`src/hcr_pkg.sv`:
```
package hcr_pkg;
	// Bus widths
	localparam int HADDR_W = 32;
	localparam int DATA_W = 64;
	localparam int SD_ADDR_W = 13;
	localparam int SD_COL_W = 10;
	localparam int SD_BANK_W = 2;
	localparam int NVM_ADDR_W = 19;
	localparam int NVM_BURST_W = 4;
	localparam int CTL_ADDR_W = 8;
	localparam int NSLAVE = 3;
	// Host bit numbering is MSB-first: host bit n sits at vector index 31-n
	localparam int HOST_MSB_IDX = 31;
	// Host bit carrying SDRAM A0 for row and for column phase
	localparam int SD_ROW_BASE = 17;
	localparam int SD_COL_BASE = 29;
	// SDRAM precharge position and host bit it mirrors
	localparam int SD_PRE_BIT = 10;
	localparam int SD_PRE_HOST = 7;
	// NVM bit i (i >= 4) takes host bit NVM_HI_BASE - i
	localparam int NVM_HI_BASE = 34;
	// Control logic bit i takes host bit CTL_HOST_BASE - i
	localparam int CTL_HOST_BASE = 31;
	// Slave return select codes
	localparam logic [1:0] SEL_DRAM = 2'h0;
	localparam logic [1:0] SEL_NVM = 2'h1;
	localparam logic [1:0] SEL_CTRL = 2'h2;
	// Slave index in enable vectors
	localparam int IDX_DRAM = 0;
	localparam int IDX_NVM = 1;
	localparam int IDX_CTRL = 2;
	// Reset values
	localparam logic [31:0] ADDR_RST = 32'h0000_0000;
	localparam logic [63:0] DATA_RST = 64'h0000_0000_0000_0000;
	localparam logic [2:0] OE_RST = 3'h0;

	// Direction and select controls from the external control logic
	typedef struct packed {
		logic drive_en;
		logic [1:0] sel;
		logic [2:0] wr_en;
	} hcr_ctrl_type;

	// Host bit n of an MSB-first address
	function automatic logic hbit(input logic [31:0] a, input int n);
		hbit = a[HOST_MSB_IDX - n];
	endfunction
endpackage

```
`src/hcr_router.sv`:
```
// Summary of operation
// Latch host address on strobe, forward stable.
// Each slave gets only its needed bits.
// Host address input is 32 bits wide.
// SDRAM: 10 column and 13 row bits.
// Row/column select picks SDRAM address phase.
// Two extra row bits bypass the mux.
// Row A0..A12 from host bits 17..5, except A10, which comes from the precharge input.
// A0 from bit 17 row, 29 column.
// A10 always from host precharge output.
// Two bank selects pick one of four.
// Host should bank-select on low bits.
// NVM bits 4-18 from host 16-30.
// NVM bits 0-3 from burst lines, unlatched.
// NVM data port is full 64 bits.
// Control logic enables; data one direction only.
// Read returns exactly one selected slave's data.
// Drive host only while drive enable high.
// Write drives only enabled slave bus.
// Any bit routable to any bit by wiring.
// All host address lines are inputs; host data is bidirectional.
// Undriven ports have output enable low.
`timescale 1ns/1ps
`default_nettype none
module hcr_router (
	// Clock, reset, enable
	input wire logic clk_in,
	input wire logic sys_rst_in,
	input wire logic ce_in,
	// Host address side
	input wire logic ale_in,
	input wire logic [hcr_pkg::HADDR_W-1:0] host_address_in,
	input wire logic [hcr_pkg::NVM_BURST_W-1:0] host_burst_addr_in,
	input wire logic [hcr_pkg::SD_BANK_W-1:0] host_bank_select_in,
	input wire logic sdram_row_col_select_in,
	input wire logic sdram_precharge_addr_in,
	// Control logic steering
	input wire hcr_pkg::hcr_ctrl_type ctrl_in,
	// Host data port
	input wire logic [hcr_pkg::DATA_W-1:0] host_data_port_in,
	output logic [hcr_pkg::DATA_W-1:0] host_data_port_out,
	output logic host_data_port_oe_out,
	output logic host_data_valid_out,
	input wire logic host_data_ready_in,
	output logic read_ready_out,
	// SDRAM side
	output logic [hcr_pkg::SD_ADDR_W-1:0] dram_address_out,
	output logic [hcr_pkg::SD_BANK_W-1:0] dram_bank_out,
	input wire logic [hcr_pkg::DATA_W-1:0] dram_data_in,
	output logic [hcr_pkg::DATA_W-1:0] dram_data_out,
	output logic dram_data_oe_out,
	// NVM side
	output logic [hcr_pkg::NVM_ADDR_W-1:0] nvm_address_out,
	input wire logic [hcr_pkg::DATA_W-1:0] nvm_data_port_in,
	output logic [hcr_pkg::DATA_W-1:0] nvm_data_port_out,
	output logic nvm_data_port_oe_out,
	// Control logic device side
	output logic [hcr_pkg::CTL_ADDR_W-1:0] ctrl_logic_address_out,
	input wire logic [hcr_pkg::DATA_W-1:0] ctrl_logic_data_port_in,
	output logic [hcr_pkg::DATA_W-1:0] ctrl_logic_data_port_out,
	output logic ctrl_logic_data_port_oe_out
);

	// Latched host address
	logic [31:0] addr_q;
	logic [31:0] addr_d;
	// Registered address outputs
	logic [12:0] sd_addr_q;
	logic [12:0] sd_addr_d;
	logic [1:0] bank_q;
	logic [18:0] nvm_addr_q;
	logic [18:0] nvm_addr_d;
	logic [7:0] ctl_addr_q;
	logic [7:0] ctl_addr_d;
	// Write path flops, one per slave
	logic [63:0] wr_data_q [3];
	logic [2:0] wr_oe_q;
	// Read skid buffer: output stage plus one spare entry
	logic [63:0] out_q;
	logic [63:0] out_d;
	logic out_vld_q;
	logic out_vld_d;
	logic [63:0] skid_q;
	logic [63:0] skid_d;
	logic skid_vld_q;
	logic skid_vld_d;
	logic in_rdy_q;
	logic host_oe_q;
	// Read mux result and handshake terms
	logic [63:0] rd_word;
	logic push;
	logic pop;

	// Latch is transparent in the strobe cycle so outputs lag by one edge only
	always_comb
	begin
		addr_d = ale_in ? host_address_in : addr_q;
	end

	// Address latch
	always_ff @(posedge clk_in)
	begin
		if (sys_rst_in)
			addr_q <= hcr_pkg::ADDR_RST;
		else if (ce_in)
			addr_q <= addr_d;
	end

	// SDRAM address crossbar; bit order swap is pure wiring via hbit
	genvar k;
	generate
		for (k = 0; k < hcr_pkg::SD_ADDR_W; k++)
		begin : g_sd
			if (k == hcr_pkg::SD_PRE_BIT)
			begin : g_pre
				// Precharge never passes the mux
				assign sd_addr_d[k] = sdram_precharge_addr_in;
			end
			else if (k >= hcr_pkg::SD_COL_W)
			begin : g_byp
				// Row bits beyond the column count skip the mux
				assign sd_addr_d[k] = hcr_pkg::hbit(addr_d, hcr_pkg::SD_ROW_BASE - k);
			end
			else
			begin : g_mux
				// High select gives the column phase
				assign sd_addr_d[k] = sdram_row_col_select_in ?
					hcr_pkg::hbit(addr_d, hcr_pkg::SD_COL_BASE - k) :
					hcr_pkg::hbit(addr_d, hcr_pkg::SD_ROW_BASE - k);
			end
		end
	endgenerate

	// NVM address: upper bits latched, burst bits straight from host
	genvar f;
	generate
		for (f = 0; f < hcr_pkg::NVM_ADDR_W; f++)
		begin : g_nvm
			if (f < hcr_pkg::NVM_BURST_W)
			begin : g_burst
				assign nvm_addr_d[f] = host_burst_addr_in[f];
			end
			else
			begin : g_hi
				assign nvm_addr_d[f] = hcr_pkg::hbit(addr_d, hcr_pkg::NVM_HI_BASE - f);
			end
		end
	endgenerate

	// Control logic address: lowest host byte only
	genvar c;
	generate
		for (c = 0; c < hcr_pkg::CTL_ADDR_W; c++)
		begin : g_ctl
			assign ctl_addr_d[c] = hcr_pkg::hbit(addr_d, hcr_pkg::CTL_HOST_BASE - c);
		end
	endgenerate

	// Address output registers
	always_ff @(posedge clk_in)
	begin
		if (sys_rst_in)
		begin
			sd_addr_q <= 13'h0000;
			bank_q <= 2'h0;
			nvm_addr_q <= 19'h0_0000;
			ctl_addr_q <= 8'h00;
		end
		else if (ce_in)
		begin
			sd_addr_q <= sd_addr_d;
			bank_q <= host_bank_select_in;
			nvm_addr_q <= nvm_addr_d;
			ctl_addr_q <= ctl_addr_d;
		end
	end

	// Write path: a read in progress blocks every slave driver
	genvar s;
	generate
		for (s = 0; s < hcr_pkg::NSLAVE; s++)
		begin : g_wr
			always_ff @(posedge clk_in)
			begin
				if (sys_rst_in)
				begin
					wr_data_q[s] <= hcr_pkg::DATA_RST;
					wr_oe_q[s] <= 1'b0;
				end
				else if (ce_in)
				begin
					wr_data_q[s] <= host_data_port_in;
					wr_oe_q[s] <= ctrl_in.wr_en[s] & ~ctrl_in.drive_en;
				end
			end
		end
	endgenerate

	// Read mux; unused select code returns zero
	always_comb
	begin
		if (ctrl_in.sel == hcr_pkg::SEL_DRAM)
			rd_word = dram_data_in;
		else if (ctrl_in.sel == hcr_pkg::SEL_NVM)
			rd_word = nvm_data_port_in;
		else if (ctrl_in.sel == hcr_pkg::SEL_CTRL)
			rd_word = ctrl_logic_data_port_in;
		else
			rd_word = hcr_pkg::DATA_RST;
	end

	// Handshakes; ready is registered, so the spare entry absorbs one stall
	assign push = ctrl_in.drive_en & in_rdy_q;
	assign pop = out_vld_q & host_data_ready_in;

	// Skid buffer next state
	always_comb
	begin
		out_d = out_q;
		out_vld_d = out_vld_q;
		skid_d = skid_q;
		skid_vld_d = skid_vld_q;
		if (!out_vld_q || pop)
		begin
			// Output stage free: refill from spare first to keep order
			if (skid_vld_q)
			begin
				out_d = skid_q;
				out_vld_d = 1'b1;
				skid_vld_d = 1'b0;
			end
			else if (push)
			begin
				out_d = rd_word;
				out_vld_d = 1'b1;
			end
			else
				out_vld_d = 1'b0;
		end
		else if (push)
		begin
			// Receiver stalled: park the word
			skid_d = rd_word;
			skid_vld_d = 1'b1;
		end
	end

	// Skid buffer registers
	always_ff @(posedge clk_in)
	begin
		if (sys_rst_in)
		begin
			out_q <= hcr_pkg::DATA_RST;
			out_vld_q <= 1'b0;
			skid_q <= hcr_pkg::DATA_RST;
			skid_vld_q <= 1'b0;
			in_rdy_q <= 1'b1;
			host_oe_q <= 1'b0;
		end
		else if (ce_in)
		begin
			out_q <= out_d;
			out_vld_q <= out_vld_d;
			skid_q <= skid_d;
			skid_vld_q <= skid_vld_d;
			in_rdy_q <= ~skid_vld_d;
			host_oe_q <= ctrl_in.drive_en & out_vld_d;
		end
	end

	// Outputs straight from flops
	assign host_data_port_out = out_q;
	assign host_data_port_oe_out = host_oe_q;
	assign host_data_valid_out = out_vld_q;
	assign read_ready_out = in_rdy_q;
	assign dram_address_out = sd_addr_q;
	assign dram_bank_out = bank_q;
	assign dram_data_out = wr_data_q[hcr_pkg::IDX_DRAM];
	assign dram_data_oe_out = wr_oe_q[hcr_pkg::IDX_DRAM];
	assign nvm_address_out = nvm_addr_q;
	assign nvm_data_port_out = wr_data_q[hcr_pkg::IDX_NVM];
	assign nvm_data_port_oe_out = wr_oe_q[hcr_pkg::IDX_NVM];
	assign ctrl_logic_address_out = ctl_addr_q;
	assign ctrl_logic_data_port_out = wr_data_q[hcr_pkg::IDX_CTRL];
	assign ctrl_logic_data_port_oe_out = wr_oe_q[hcr_pkg::IDX_CTRL];
endmodule
`default_nettype wire

```
`config.mk`:
```
export PLATFORM = sky130hd
export DESIGN_NAME = hcr_router
export DESIGN_NICKNAME = d
export VERILOG_FILES = /design/src/hcr_pkg.sv /design/src/hcr_router.sv
export SDC_FILE = /design/constraint.sdc
export NUM_CORES = 1
export LEC_CHECK = 0
export BUFFER_PORTS_ARGS = -buffer_cell sky130_fd_sc_hd__buf_2
export CAP_MARGIN = 25
export CORE_AREA = 8 8 229 231
export DETAILED_ROUTE_END_ITERATION = 10
export DIE_AREA = 0 0 237 239
export SYNTH_ARGS = -nofsm -noshare
export SYNTH_HDL_FRONTEND = slang
export SYNTH_SLANG_ARGS = --single-unit
```
`constraint.sdc`:
```
create_clock -name clk_in -period 3.4 [get_ports clk_in]
set_clock_uncertainty 0.1 [all_clocks]
set_input_delay 0.34 -clock clk_in [delete_from_list [all_inputs] [get_ports clk_in]]
set_output_delay 0.34 -clock clk_in [all_outputs]
set_load 0.05 [all_outputs]
```
Word level (Yosys, flattened, before mapping). Memory sizes are Yosys's and may differ from the RTL's. Index checks and enable logic that the tools add are counted.

Bitwise logic cells: 12. Reductions and logical operators: 7. Equal/unequal tests: 2. Muxes and demuxes: 29.

Operator list (number): $mux 64 (8); $mux 27 (1); $mux 1 (20); $and 1x1->1 (6); $reduce_and 3->1 (2); $not 1->1 (3); $or 1x1->1 (3); $eq 2x1->1 const B (1); $eq 2x2->1 const B (1); $logic_not 2->1 (1); $reduce_and 2->1 (1); $reduce_bool 2->1 (1); $logic_not 1->1 (1); $logic_or 1x1->1 (1).

Memories kept: 1. Bits in registers: 204. Output and inout bits: 304. Word-level logic and storage cells: 66. Memory bits (writable): 192.

Memories: wr_data_q (depth 3, bits a word 64, read ports 3, clocked after memory_dff 0, write ports 3, RTL line hcr_router.sv:76) `logic [63:0] wr_data_q [3];`.

Longest topological paths before layout.
Word-level depth: 6. Depth in mapped cells: 5. Mapped depth without buffers: 3.

Least setup slack after synthesis. Ideal clock, no wire load.

Kind: input port to flip-flop. Start: in sys_rst_in. End: mem wr_data_q[1][0] (enable). Slack: 1.365 ns. Path buffers: 2. Data required time: 2.906 ns. Setup time: 0.394 ns. Stages on the path: 3. Arrival: 1.541 ns. Path through: buf_2 -> buf_2 -> or2_2.

RTL lines: start, declared (RTL line hcr_router.sv:28) `input wire logic sys_rst_in,`; end, declared (RTL line hcr_router.sv:76).

Final worst setup path.
Start: in ctrl_in[5] (netlist name). End: reg out_vld_q (netlist: host_data_valid_out).

Word-level cells in the longest chain between the ends: 4.

Ends and longest elaborated chain: start, declared (RTL line hcr_router.sv:38) `input wire hcr_pkg::hcr_ctrl_type ctrl_in,`; $and 1x1->1 (RTL line hcr_router.sv:213) `assign push = ctrl_in.drive_en & in_rdy_q;`; $mux 1 (RTL line hcr_router.sv:232) `else if (push)`; $mux 1 (RTL line hcr_router.sv:226) `if (skid_vld_q)`; $mux 1 (RTL line hcr_router.sv:223) `if (!out_vld_q || pop)`; end signal, assigned (RTL line hcr_router.sv:263) `out_vld_q <= out_vld_d;`; end, declared (RTL line hcr_router.sv:81) `logic out_vld_q;`.

No other way between the ends. A chain may end at the register's enable or synchronous reset.

==> results.json <==
{
  "fill_cells": 4686,
  "maxUsedRoutingLayer": "met5",
  "final_common_cell": "buf_2",
  "die-width_um": 237,
  "clkSinkCount": 242,
  "ys_types": 36,
  "r2r_cells": 5,
  "syn-cell-area_mm2": 0.0139,
  "ir_drop_uv": 398,
  "overflow": 0,
  "fin_crit_ps": 2390,
  "drive_gt1_frac": 0.482,
  "crit_path_end": "host_data_valid_out",
  "synth_area_per_cell_um2": 11.1,
  "dr_wl_met2_mm": 29.9,
  "period_share": 0.702,
  "hold_viol": 0,
  "maxCapViolCount": 0,
  "synth_seq_cells": 242,
  "cts_root_buf": "clkbuf_16",
  "nets": 2101,
  "ios": 611,
  "grt_pass1_vias": 12725,
  "grt_max_degree": 129,
  "syn2layout_area_growth_pct": 34.3,
  "drt-initial-drc-count": 663,
  "multi_input_area_mm2": 0.00640,
  "clock_latency_ps": 570,
  "die_h_um": 239,
  "routedWlPerCell_um": 23.8,
  "wl_mm": 58.1,
  "netlist_instances": 1251,
  "grt_pass1_wl_mm": 84.3,
  "gp_congestion": 0.964,
  "synthesis.nets": 1558,
  "yosys_warnings": 0,
  "synth_edf_count": 64,
  "slew_headroom": 0.383,
  "critPathLaunch": "ctrl_in[5]",
  "finalSetupViolations": 0,
  "fin_tns_setup_ps": 0,
  "antenna_left": 0,
  "rr_startpoint": "read_ready_out",
  "outcome": "finished clean",
  "yosys.area.top_type": "dfxtp_1",
  "r2r_end": "host_data_valid_out",
  "initial_core_util": 0.286,
  "startpoint_type": "input port",
  "viasPerCell": 4.98,
  "core_mm2": 0.0485,
  "fin_ws_ps": 1010,
  "wl_met1_mm": 22.4,
  "yosys-top-cells-area": "dfxtp_1 (26%), edfxtp_1 (14%), buf_4 (8.7%)",
  "tightest_slew_ps": 923,
  "hp-class": "in2reg",
  "seq_area_mm2": 0.00549,
  "ctsResizeCount": 0,
  "rrSetupSlack_ps": 1100,
  "rows": 81,
  "min_from": "nvm_data_port_in[12]",
  "power_density_mw_per_mm2": 480,
  "post-route-drc-count": 0,
  "clkTransAtPathRegs_ps": 70,
  "pre_cts_ws_ps": 1030,
  "path_class": "in2reg",
  "first_pass_iters": 4,
  "via_count": 12165,
  "cts_max_level": 1,
  "critical_path_required_ps": 3820,
  "grt_setup_unrepaired": "false",
  "synth_ff_type": "dfxtp_1",
  "slew_violations": 0,
  "yosysSeqAreaShare": 0.396,
  "dieArea_mm2": 0.0566,
  "netlist.area_leader.share": 0.257,
  "portBuffers": 604,
  "clockBufferDepth": 3,
  "p_leak_nw": 8.19,
  "async_flop_share": 0,
  "arrival_ps": 2800,
  "grt_antenna_before_repair": 5,
  "layout_common_cells": "buf_2 (600), dfxtp_1 (177), dlygate4sd3_1 (163)",
  "grt_usage": 0.192,
  "critPathMaxFanout": 66,
  "dp_hpwl_mm": 41.0,
  "hold_ws_ps": 27.4,
  "cts_tree": "done",
  "wl_met3_mm": 3.70,
  "worstSetupEndpointType": "register",
  "cts_buffers": 30,
  "max_freq_mhz": 419
}
## cell usage after synthesis (all sizes together), types with 10 or more instances
cell     count
dfxtp      178
nand4       65
a2bb2oi     64
a211oi      65
buf        244
mux2i       81
nand2b      65
and2        66
nor2        25
o221ai      64
and3b       64
edfxtp      64
clkbuf      35
mux4        10
nand2       55
a21oi       91
## layer usage
metal | up-vias | GRT usage
li1 | 5546 | -
met2 | 490 | 0.348
met5 | - | 0
met1 | 6034 | 0.218
met3 | 93 | 0.0439
met4 | 2 | 0.0674
## flip-flops by register name, summed over array words and instances (netlist names)
register / count
ctrl_logic_data_port_oe_out: 1
wr_data_q: 64
dram_bank_out: 2
skid_vld_q: 1
dram_data_oe_out: 1
nvm_address_out: 4
host_data_port_oe_out: 1
skid_q: 64
read_ready_out: 1
addr_q: 26
host_data_port_out: 64
host_data_valid_out: 1
nvm_data_port_oe_out: 1
dram_address_out: 11
## critical path, stage by stage
cell and delay (ps):
dlygate4sd3_1 570, buf_2 170, a21o_2 180, buf_4 680, a22oi_1 200, nor2_1 110
dlygate4sd3_1 540
## area by class of cell
class                           count  area share
Antenna cell                        2    0.000269
Clock buffer                       48      0.0484
Clock inverter                      8     0.00672
Inverter                            1    0.000202
Multi-Input combinational cell    729       0.344
Sequential cell                   242       0.295
Tap cell                          622      0.0418
Timing Repair Buffer              790       0.264
## cells by family after synthesis
kind of cell | Yosys count | synth area share
AND/OR/NAND/NOR | 347 | 0.156
flip-flops | 242 | 0.396
AO/OA/AOI/OAI | 291 | 0.229
buffers and inverters | 280 | 0.144
multiplexers | 91 | 0.0747
## repair_timing
| action | CTS | global route |
|---|---|---|
| hold endpoints to repair | 201 | 0 |
| hold buffers | 163 | 0 |
| setup buffers | 0 | 0 |
## metrics by stage
step           utilization  cell area (µm²)  cells  total power, W
2_1_floorplan            -            13900   1251         0.00500
3_3_place_gp         0.329            16000   2221         0.00550
3_5_place_dp         0.329            16000   2221         0.00551
4_1_cts              0.383            18600   2440         0.00904
5_1_grt              0.384            18600   2442         0.00924
6_report             0.384            18600   2442         0.00893
## power breakdown
group / leakage [nW] / internal, W / switching (W)
Sequential: 2.14 / 0.00311 / 0.000129
Clock: 0.496 / 0.00203 / 0.00130
Combinational: 5.56 / 0.000711 / 0.00164
Total: 8.19 / 0.00586 / 0.00307
## worst min path at each step
stage	end	slack [ps]	cells past startpoint
detailed placement	addr_q[17]	350	2
global route	host_data_port_out[12]	20	3
global placement	addr_q[19]	340	2
CTS	host_data_port_out[12]	2	3
finish	host_data_port_out[12]	30	3
floorplan	addr_q[16]	330	2
No activity file was read; power rests on OpenSTA's default activity.
